--- src/rtl/brp_defs.svh ---
`ifndef BRP_DEFS_SVH
`define BRP_DEFS_SVH
// Timing figures in milliseconds and the clock rate in kHz
`define BRP_CLK_KHZ 40000
`define BRP_SETTLE_MS 30
`define BRP_STROBE_MS 40
`define BRP_RELEASE_MS 16
`define BRP_PERIOD_MS 64
// Derived cycle counts
`define BRP_SETTLE_CYC (`BRP_SETTLE_MS * `BRP_CLK_KHZ)
`define BRP_STROBE_CYC (`BRP_STROBE_MS * `BRP_CLK_KHZ)
`define BRP_RELEASE_CYC (`BRP_RELEASE_MS * `BRP_CLK_KHZ)
`define BRP_PERIOD_CYC (`BRP_PERIOD_MS * `BRP_CLK_KHZ)
`define BRP_CNT_W 32
`define BRP_FIFO_DEPTH 16
`endif

--- src/rtl/brp_pkg.sv ---
package brp_pkg;
	typedef enum logic [3:0]
	{
		BRP_IDLE = 4'h1,
		BRP_SETTLE = 4'h2,
		BRP_STROBE = 4'h4,
		BRP_TAIL = 4'h8
	} brp_state_e;
	typedef logic [31:0] brp_cnt_t;
endpackage

--- src/rtl/brp_fifo.sv ---
`timescale 1ns/100ps
module brp_fifo #(
	parameter int WIDTH = 20,
	parameter int DEPTH = 16
)
(
	input wire logic clk_in, // Clock
	input wire logic rst_n_in, // Synchronised reset
	input wire logic [WIDTH-1:0] wr_data_in, // Write data
	input wire logic wr_valid_in, // Write request
	output logic wr_ready_out, // Not full
	output logic [WIDTH-1:0] rd_data_out, // Registered read data
	output logic rd_valid_out, // Not empty
	input wire logic rd_ready_in // Pop
);
	localparam int AW = $clog2(DEPTH);
	typedef struct packed
	{
		logic [AW:0] wp;
		logic [AW:0] rp;
		logic [WIDTH-1:0] rdat;
	} brp_fifo_s;
	brp_fifo_s q;
	brp_fifo_s d;
	logic [WIDTH-1:0] mem_q [DEPTH];
	logic full;
	logic empty;
	logic push;
	logic pop;

	// Pointer compare with wrap bit
	assign empty = (q.wp == q.rp);
	assign full = (q.wp[AW] != q.rp[AW]) && (q.wp[AW-1:0] == q.rp[AW-1:0]);
	assign push = wr_valid_in && !full;
	assign pop = rd_ready_in && !empty;
	assign wr_ready_out = !full;
	assign rd_valid_out = !empty;
	assign rd_data_out = q.rdat;

	// Next pointers; head word registered on pop
	always_comb
	begin
		d = q;
		if (push)
			d.wp = q.wp + 1'b1;
		if (pop)
		begin
			d.rp = q.rp + 1'b1;
			d.rdat = mem_q[q.rp[AW-1:0]];
		end
	end

	// Storage
	always_ff @(posedge clk_in)
	begin
		if (push)
			mem_q[q.wp[AW-1:0]] <= wr_data_in;
	end

	// State register
	always_ff @(posedge clk_in or negedge rst_n_in)
	begin
		if (!rst_n_in)
			q <= '0;
		else
			q <= d;
	end
endmodule

--- src/rtl/brp_port.sv ---
`timescale 1ns/100ps
`include "brp_defs.svh"
module brp_port import brp_pkg::*; #(
	parameter int DATA_W = 20,
	parameter int DEPTH = `BRP_FIFO_DEPTH,
	parameter brp_cnt_t SETTLE_CYC = `BRP_SETTLE_CYC,
	parameter brp_cnt_t STROBE_CYC = `BRP_STROBE_CYC,
	parameter brp_cnt_t RELEASE_CYC = `BRP_RELEASE_CYC,
	parameter brp_cnt_t PERIOD_CYC = `BRP_PERIOD_CYC
)
(
	input wire logic mclk_in, // 40 MHz clock
	input wire logic rst_n_in, // Async reset, active low
	input wire logic [DATA_W-1:0] meas_data_in, // Measured BCD word
	input wire logic meas_valid_in, // Measurement offered
	output logic meas_ready_out, // FIFO has room
	input wire logic request_in, // Read request from reader
	input wire logic hold_in, // Freeze presented value
	output logic [DATA_W-1:0] bcd_out, // Open-collector pull-down drive
	output logic [DATA_W-1:0] bcd_oe_n_out, // Low while pulling line low
	output logic valid_out, // Strobe pull-down drive
	output logic valid_oe_n_out, // Low while strobe active
	output logic busy_out // Transfer in progress
);
	typedef struct packed
	{
		logic [1:0] rst_sync;
		brp_state_e st;
		brp_cnt_t cnt;
		brp_cnt_t per;
		logic req_prev;
		logic armed; // Held request may repeat
		logic [DATA_W-1:0] word;
		logic drive;
		logic strobe;
	} brp_port_s;
	brp_port_s q;
	brp_port_s d;
	logic rst_sync_n;
	logic [DATA_W-1:0] fifo_data;
	logic fifo_valid;
	logic fifo_pop;
	logic [1:0] rs1_q;

	// Reset release through two flops
	always_ff @(posedge mclk_in or negedge rst_n_in)
	begin
		if (!rst_n_in)
			rs1_q <= 2'h0;
		else
			rs1_q <= {rs1_q[0], 1'h1};
	end
	assign rst_sync_n = rs1_q[1];

	// Measurement buffer; back-pressure reaches the source
	brp_fifo #(
		.WIDTH(DATA_W),
		.DEPTH(DEPTH)
	) u_fifo (
		.clk_in(mclk_in),
		.rst_n_in(rst_sync_n),
		.wr_data_in(meas_data_in),
		.wr_valid_in(meas_valid_in),
		.wr_ready_out(meas_ready_out),
		.rd_data_out(fifo_data),
		.rd_valid_out(fifo_valid),
		.rd_ready_in(fifo_pop)
	);

	// Pop one word per clock while not empty, keeping the newest; frozen while hold
	assign fifo_pop = fifo_valid && !hold_in;

	// Shared strobe start, used at the end of settling and for a repeat
	function automatic brp_port_s begin_strobe(input brp_port_s s, input logic frz,
		input logic [DATA_W-1:0] w);
		brp_port_s r;
		r = s;
		r.st = BRP_STROBE;
		r.drive = 1'b1;
		r.strobe = 1'b1;
		r.cnt = STROBE_CYC - 32'h1;
		// Period runs from this strobe start to the next one
		r.per = PERIOD_CYC - 32'h1;
		// Whole-word latch: a hold keeps the earlier word, never a partial one
		if (!frz)
			r.word = w;
		r.armed = 1'b1;
		return r;
	endfunction

	// Sequencer
	always_comb
	begin
		d = q;
		d.rst_sync = 2'h0;
		d.req_prev = request_in;
		// A request dropped after the strobe starts cancels any further repeat
		if (!request_in)
			d.armed = 1'b0;
		d.per = (q.per == 32'h0) ? 32'h0 : q.per - 32'h1;
		case (q.st)
			BRP_IDLE:
			begin
				d.drive = 1'b0;
				d.strobe = 1'b0;
				if (request_in && !q.req_prev)
				begin
					d.st = BRP_SETTLE;
					d.cnt = SETTLE_CYC - 32'h1;
				end
				// Held request: next word once the period has run out
				else if (request_in && q.armed && q.per == 32'h0)
					d = begin_strobe(d, hold_in, fifo_data);
			end
			BRP_SETTLE:
			begin
				d.cnt = q.cnt - 32'h1;
				if (q.cnt == 32'h0)
					d = begin_strobe(d, hold_in, fifo_data);
			end
			BRP_STROBE:
			begin
				d.cnt = q.cnt - 32'h1;
				if (q.cnt == 32'h0)
				begin
					d.st = BRP_TAIL;
					d.strobe = 1'b0;
					d.cnt = RELEASE_CYC - 32'h1;
				end
			end
			BRP_TAIL:
			begin
				d.cnt = q.cnt - 32'h1;
				// Data always released before any repeat may start
				if (q.cnt == 32'h0)
				begin
					d.drive = 1'b0;
					d.st = BRP_IDLE;
				end
			end
			default:
			begin
				d.st = BRP_IDLE;
			end
		endcase
	end

	// State register
	always_ff @(posedge mclk_in or negedge rst_sync_n)
	begin
		if (!rst_sync_n)
		begin
			q <= '0;
			q.st <= BRP_IDLE;
		end
		else
			q <= d;
	end

	// Open-collector: low level, enable low while pulling
	assign bcd_out = '0;
	assign bcd_oe_n_out = q.drive ? ~q.word : {DATA_W{1'b1}};
	assign valid_out = 1'b0;
	assign valid_oe_n_out = ~q.strobe;
	assign busy_out = (q.st != BRP_IDLE);
endmodule

--- config.mk ---
export PLATFORM = sky130hd
export DESIGN_NAME = brp_port
export DESIGN_NICKNAME = d
export VERILOG_FILES = /design/src/rtl/brp_pkg.sv /design/src/rtl/brp_fifo.sv /design/src/rtl/brp_port.sv
export VERILOG_INCLUDE_DIRS = /design/src /design/src/rtl
export SDC_FILE = /design/constraint.sdc
export NUM_CORES = 1
export LEC_CHECK = 0
export ABC_AREA = 1
export BUFFER_PORTS_ARGS = -buffer_cell sky130_fd_sc_hd__clkbuf_2
export CAP_MARGIN = 20
export CORE_MARGIN = 10
export CORE_UTILIZATION = 35
export DETAILED_ROUTE_END_ITERATION = 10
export SLEW_MARGIN = 30
export SYNTH_ARGS = -nofsm -noshare
export SYNTH_HDL_FRONTEND = slang
export SYNTH_SLANG_ARGS = --single-unit
--- constraint.sdc ---
create_clock -name mclk_in -period 5.2 [get_ports mclk_in]
set_input_delay 0.52 -clock mclk_in [delete_from_list [all_inputs] [get_ports mclk_in]]
set_output_delay 0.52 -clock mclk_in [all_outputs]
set_load 0.01 [all_outputs]
==> Yosys cells after proc, flatten, opt, wreduce, memory -nomap -nowiden <==
Memory sizes are Yosys's and may differ from the RTL's. A register that Yosys moved wholly into a read port is not among the register bits.
Index checks and enable logic that the tools add are counted.
{ "op_classes": {"add_sub_neg": 4, "reduce_logical": 23, "mux": 18, "n_bitwise": 2, "n_eq_ne": 14} }
{ "op_table": {"columns": ["cell", "count"], "rows": [
  ["2-to-1 mux 92 bit", 2],
  ["one-hot mux 32 bit (4 select lines)", 1],
  ["one-hot mux 54 bit (2 select lines)", 1],
  ["2-to-1 mux 36 bit", 2],
  ["zero test 32 bit", 2],
  ["subtractor 32 x 1 -> 32 bit (second input constant)", 2],
  ["2-to-1 mux 56 bit", 1],
  ["2-to-1 mux 20 bit", 2],
  ["2-to-1 mux 32 bit", 1],
  ["inverter 20 bit", 1],
  ["one-hot mux 4 bit (4 select lines)", 1],
  ["adder 5 x 1 -> 5 bit (second input constant)", 2],
  ["inequality test 2 bit (second input constant)", 5],
  ["AND reduction 4 bit", 2],
  ["logical AND 1 bit", 7],
  ["one-hot mux 1 bit (3 select lines)", 2],
  ["AND reduction 3 bit", 2],
  ["nonzero test 3 bit", 2],
  ["== test 5 bit", 1],
  ["zero test 1 bit", 5],
  ["== test 4 x 1 -> 1 bit (second input constant)", 1],
  ["== test 4 x 2 -> 1 bit (second input constant)", 1],
  ["== test 4 x 3 -> 1 bit (second input constant)", 1],
  ["== test 4 bit", 1],
  ["other kinds (10)", 13]
]} }
{ "totals": {"out_inout_bits": 44, "elab_cells": 73, "register_bits": 104, "n_memories": 1, "ramBits": 320} }
{ "memory_table": {"columns": ["name", "depth", "width", "read_ports", "rd_clocked_by_memory_dff", "wr", "line_no", "rtl"], "rows": [
  ["u_fifo.mem_q", 16, 20, 1, 1, 1, "brp_fifo.sv:25", "logic [WIDTH-1:0] mem_q [DEPTH];"]
]} }

==> Longest topological paths before layout <==
{ "depth": {"word_depth": 6, "ltp_mapped": 13, "mapped_depth_nobuf": 12} }

==> Hierarchy <==
A second synthesis with hierarchy kept.
{ "hier_totals": {"hier_cells": 2427, "hier_area_um2": 21720.8} }
{ "by_module_without_submodules": {"columns": ["module", "n_inst", "seq_area_each_um2", "cells_per_inst", "area_per_inst_um2"], "rows": [
  ["brp_fifo", 1, 10359.9, 1574, 15513.6],
  ["brp_port", 1, 2353.5, 853, 6207.2]
]} }

==> Worst setup path after synthesis <==
OpenSTA, ideal clock, no wires.
{ "synth_timing": {"path_type": "register -> register", "startpoint": "register u_fifo.q[21] in the netlist's numbering", "endpoint": "memory u_fifo.mem_q[0][0], enable pin", "setup_ns": 0.422, "setup_slack_ns": 2.145, "synth_period_minus_slack_ns": 3.055, "t_arrival_ns": 2.632, "path_stages_with_launch": 8, "path_cell_list": "dfrtp_1 > buf_2 > xor2_1 > nor2_1 > nand3_1 > nand2_1 > buf_2 > nor3_1"} }
{ "synth_via": {"elab_chain_len": 6} }
{ "synth_lines": {"columns": ["item", "line_no", "rtl"], "rows": [
  ["start: declaration", "brp_fifo.sv:23", "brp_fifo_s q;"],
  ["start signal: assignment", "brp_fifo.sv:64", "q <= '0;"],
  ["start signal: assignment", "brp_fifo.sv:66", "q <= d;"],
  ["== test 4 bit", "brp_fifo.sv:33", "assign full = (q.wp[AW] != q.rp[AW]) && (q.wp[AW-1:0] == q.rp[AW-1:0]);"],
  ["logical AND 1 bit", "brp_fifo.sv:33", null],
  ["zero test 1 bit", null, null],
  ["via meas_ready_out", "brp_port.sv:16", "output logic meas_ready_out,"],
  ["logical AND 1 bit", "brp_fifo.sv:34", "assign push = wr_valid_in && !full;"],
  ["2-to-1 mux 1 bit", "brp_fifo.sv:56", "if (push)"],
  ["2-to-1 mux 1 bit (implied by the code)", "brp_fifo.sv:57", "mem_q[q.wp[AW-1:0]] <= wr_data_in;"],
  ["end: declaration", "brp_fifo.sv:25", null]
]} }
The timed path passes the listed nets, and every way through them passes these cells.

==> Worst setup path after layout <==
{ "layout_timing": {"startpoint": "register u_fifo.q[20] in the netlist's numbering", "endpoint": "memory u_fifo.mem_q[1][3], enable pin"} }
{ "layout_via": {"elab_chain_len": 6} }
{ "layout_lines": {"columns": ["item", "line_no"], "rows": [
  ["== test 4 bit", "brp_fifo.sv:33"],
  ["logical AND 1 bit", "brp_fifo.sv:33"],
  ["zero test 1 bit", "brp_fifo.sv:34"],
  ["logical AND 1 bit", "brp_fifo.sv:34"],
  ["2-to-1 mux 1 bit", "brp_fifo.sv:56"],
  ["2-to-1 mux 1 bit (implied by the code)", "brp_fifo.sv:57"]
]} }
No other way between the ends.

==> flow_metrics.py <==
metrics = {
    "cts": {
        "cts_tree": "yes",
        "clk_pin_slew_ns": 0.07,
        "cts_setup_buffers": 0,
        "clockBufferDepth": 3,
        "numCtsBuffers": 47,
        "cts_root_buffer": "clkbuf_16",
        "ctsHoldBuffers": 1,
        "cts-resized-gates": 0,
        "h-tree-depth": 2,
        "clock_latency_ns": 0.60,
        "cts_sinks": 444,
    },
    "route": {
        "first_pass_iters": 5,
        "drt-initial-drc-count": 1149,
        "vias": 13900,
        "drc": 0,
        "wire_per_inst_microns": 18.7,
        "ant_nets": 0,
        "vias_per_cell": 5.13,
        "totalWireLength_microns": 50700,
    },
    "sta": {
        "worst_pin_slew_ns": 0.916,
        "drv_slew": 0,
        "fmax_mhz": 332,
        "timing.slew.headroom_pct": 38.8,
        "period_minus_slack_ns": 3.01,
        "min_period_over_period_pct": 57.9,
        "finalClockSkew_ns": 0.0334,
        "hold_viol": 0,
        "rsz0062_at_grt": "no",
        "setup_violations": 0,
        "finalSetupTns_ns": 0,
    },
    "synth": {
        "synthTopCellsByArea": "edfxtp_1 49%, dfrtp_1 16%, nand2_1 6.6%, nor2_1 6.2%, o21ai_0 4.8%",
        "synth_flop_cell": "edfxtp_1",
        "synth_top_area_share_pct": 48.9,
        "ys_async_sr_fraction_pct": 27.9,
        "synth.distinct_cells": 45,
        "syn_avg_cell_area_sq_um": 10.4,
        "ys_seq_elements": 444,
        "synth_top_area_cell": "edfxtp_1",
        "seq_area_frac_synth_pct": 64.6,
        "syn-instance-count": 1888,
        "synth_area_sq_um": 19700,
        "yosysWarnings": 0,
        "synth_edf_count": 320,
    },
    "critical_path": {
        "cp_slowest_cell": "dfrtp_4",
        "r2r-end": "u_fifo.mem_q[1][3]",
        "worstPathMaxFanout": 58,
        "startpoint_type": "register",
        "setup.worst_path.start": "u_fifo.q[20]",
        "r2r_slack_ns": 2.19,
        "cp.required_ns": 5.49,
        "max_stage_delay_ns": 0.83,
        "crit_chain": "xor2_1 > nor2_1 > nand3_1 > nand2_1 > nor3_2 > buf_4",
        "cp-end-kind": "register",
        "path_class": "reg -> reg",
        "r2r_cells": 6,
        "cp-endpoint": "u_fifo.mem_q[1][3]",
        "worstReg2RegStart": "u_fifo.q[20]",
        "arrival_ns": 3.30,
    },
    "placement": {
        "portBuffers": 47,
        "dpl.hpwl_microns": 32500,
        "dp_cells": 2615,
        "gp_routability_congestion": 0.887,
    },
    "die": {
        "rows": 86,
        "coreArea_sq_um": 55400,
        "io_pins": 69,
        "start_util_pct": 35.5,
        "fp.dieH_microns": 257,
        "dieArea_sq_um": 66100,
        "die_width_microns": 257,
    },
    "power_and_ir_drop": {
        "ir_drop_v": 0.000411,
        "p_leak_nw": 8.36,
        "p_per_area_nw_per_um2": 507,
    },
    "outcome": {
        "status": "completed",
    },
    "layout": {
        "fin_cells": 2705,
        "nFillCells": 5348,
        "drive_above_1_share_pct": 11.0,
        "num-nets-final": 1950,
        "area_growth_pct": 13.0,
    },
    "hold_path": {
        "holdCritPathClass": "in -> reg",
    },
    "global_routing": {
        "grt_antenna_before_repair": 1,
        "grt_remaining_overflow": 0,
        "track_usage_pct": 14.9,
        "grt_pass1_vias": 13500,
        "grt_pass1_wl_microns": 78900,
        "grt_max_degree": 109,
    },
    "job": {
        "cap_violations": 0,
    },
}
[worst max-delay path, delay by kind of cell (launching register included)]
family / cells / cell delay [ns]
and+or+nand+nor: 4 / 1.32
DFF: 1 / 0.83
xor gates and xnor gates: 1 / 0.19
buffers and inverters: 1 / 0.34
[synthesized netlist by cell type (9+ instances only)]
master    count
nand3_1      71
xnor2_1       9
buf_2        26
nor3_1       24
o21ai_1      16
o21ai_0     190
clkbuf_1     46
nand4_1      21
dfrtp_1     123
nand2_1     346
nor2_2       12
o22ai_1      60
edfxtp_1    320
inv_1        76
o211ai_1     33
nand2_2       9
nor2_1      326
a21oi_1      40
buf_4        27
xor2_1       40
[cells in the final DEF, fill, tap and decap left out, types with 4 or more instances in the layout]
cell        count
nand4_1        21
xor2_1         40
inv_1          75
o211ai_1       33
nand2_1       346
xnor2_1         9
nor2_1        321
clkinv_1        7
dfrtp_1       120
nor3_1         12
clkinvlp_4      7
a22oi_1         4
nand3_1        71
o221ai_1        7
o21ai_1        16
o21ai_0       190
nor2_4         12
clkinv_2       11
bufinv_16       5
clkbuf_1        7
nand2_2         9
o22ai_1        60
clkbuf_2       47
o21bai_1        4
nor2_2         13
edfxtp_1      320
a21oi_1        40
nor3_2         15
conb_1         22
ha_1            8
buf_4          20
inv_2           6
clkbuf_16      48
[final cells by class]
cell class	instances	area, sq um	share of cell area, %
diodes	1	2.50	0.0113
multi-input cells	1269	6220	28.0
repair buffers	70	418	1.88
flip-flops and latches	444	12700	57.3
inverters	85	324	1.46
well taps	748	936	4.21
clock inverters	31	335	1.51
clock buffers	57	1250	5.65
[through the flow]
stage | hold WS (ns) | util (%) | setup WS (ns) | power, mW | cell area (sq um)
global placement | 0.310 | 37.1 | 2.17 | 7.83 | 20600
global route | 0.0913 | 40.1 | 1.94 | 11.9 | 22200
CTS | 0.0673 | 40.1 | 2.14 | 11.3 | 22200
detailed placement | 0.310 | 37.2 | 2.21 | 7.88 | 20600
finish | 0.106 | 40.1 | 2.19 | 11.3 | 22200
floorplan | 0.224 | - | 1.49 | 6.88 | 19700
[metal layers]
metal	part of all wire [%]	GRT usage (%)
met1	46	21.0
met2	46	23.2
met3	6.4	2.61
met4	2.0	4.47
met5	0	0
[cell families after synthesis]
family,after synthesis,share of synthesized area (%)
flops,444,64.6
compound gates,358,10.2
other cells,2,0.0382
fa+ha+maj,8,0.509
buf+inv,195,4.61
simple gates,832,17.8
xor+xnor,49,2.18
[power breakdown]
part / switching (mW) / internal (mW) / total, mW
registers: 0.288 / 4.26 / 4.54
logic: 2.36 / 0.926 / 3.29
clock network: 1.44 / 1.99 / 3.43
total: 4.09 / 7.17 / 11.3
[worst min-delay path by stage]
| stage | from | endpoint | depth (start not counted) |
|---|---|---|---|
| after floorplan | rst_n_in | rs1_q[0] | 0 |
| after global placement | rst_n_in | rs1_q[0] | 1 |
| after detailed placement | rst_n_in | rs1_q[0] | 1 |
| after CTS | request_in | q[23] | 1 |
| after global routing | request_in | q[23] | 1 |
| final | request_in | q[23] | 1 |
[registers in the layout, summed over array words and instances (netlist names)]
register            count
rs1_q                   2
u_fifo.rd_data_out     20
u_fifo.q               10
q                      92
u_fifo.mem_q          320
(Power assumes the default switching activity.)
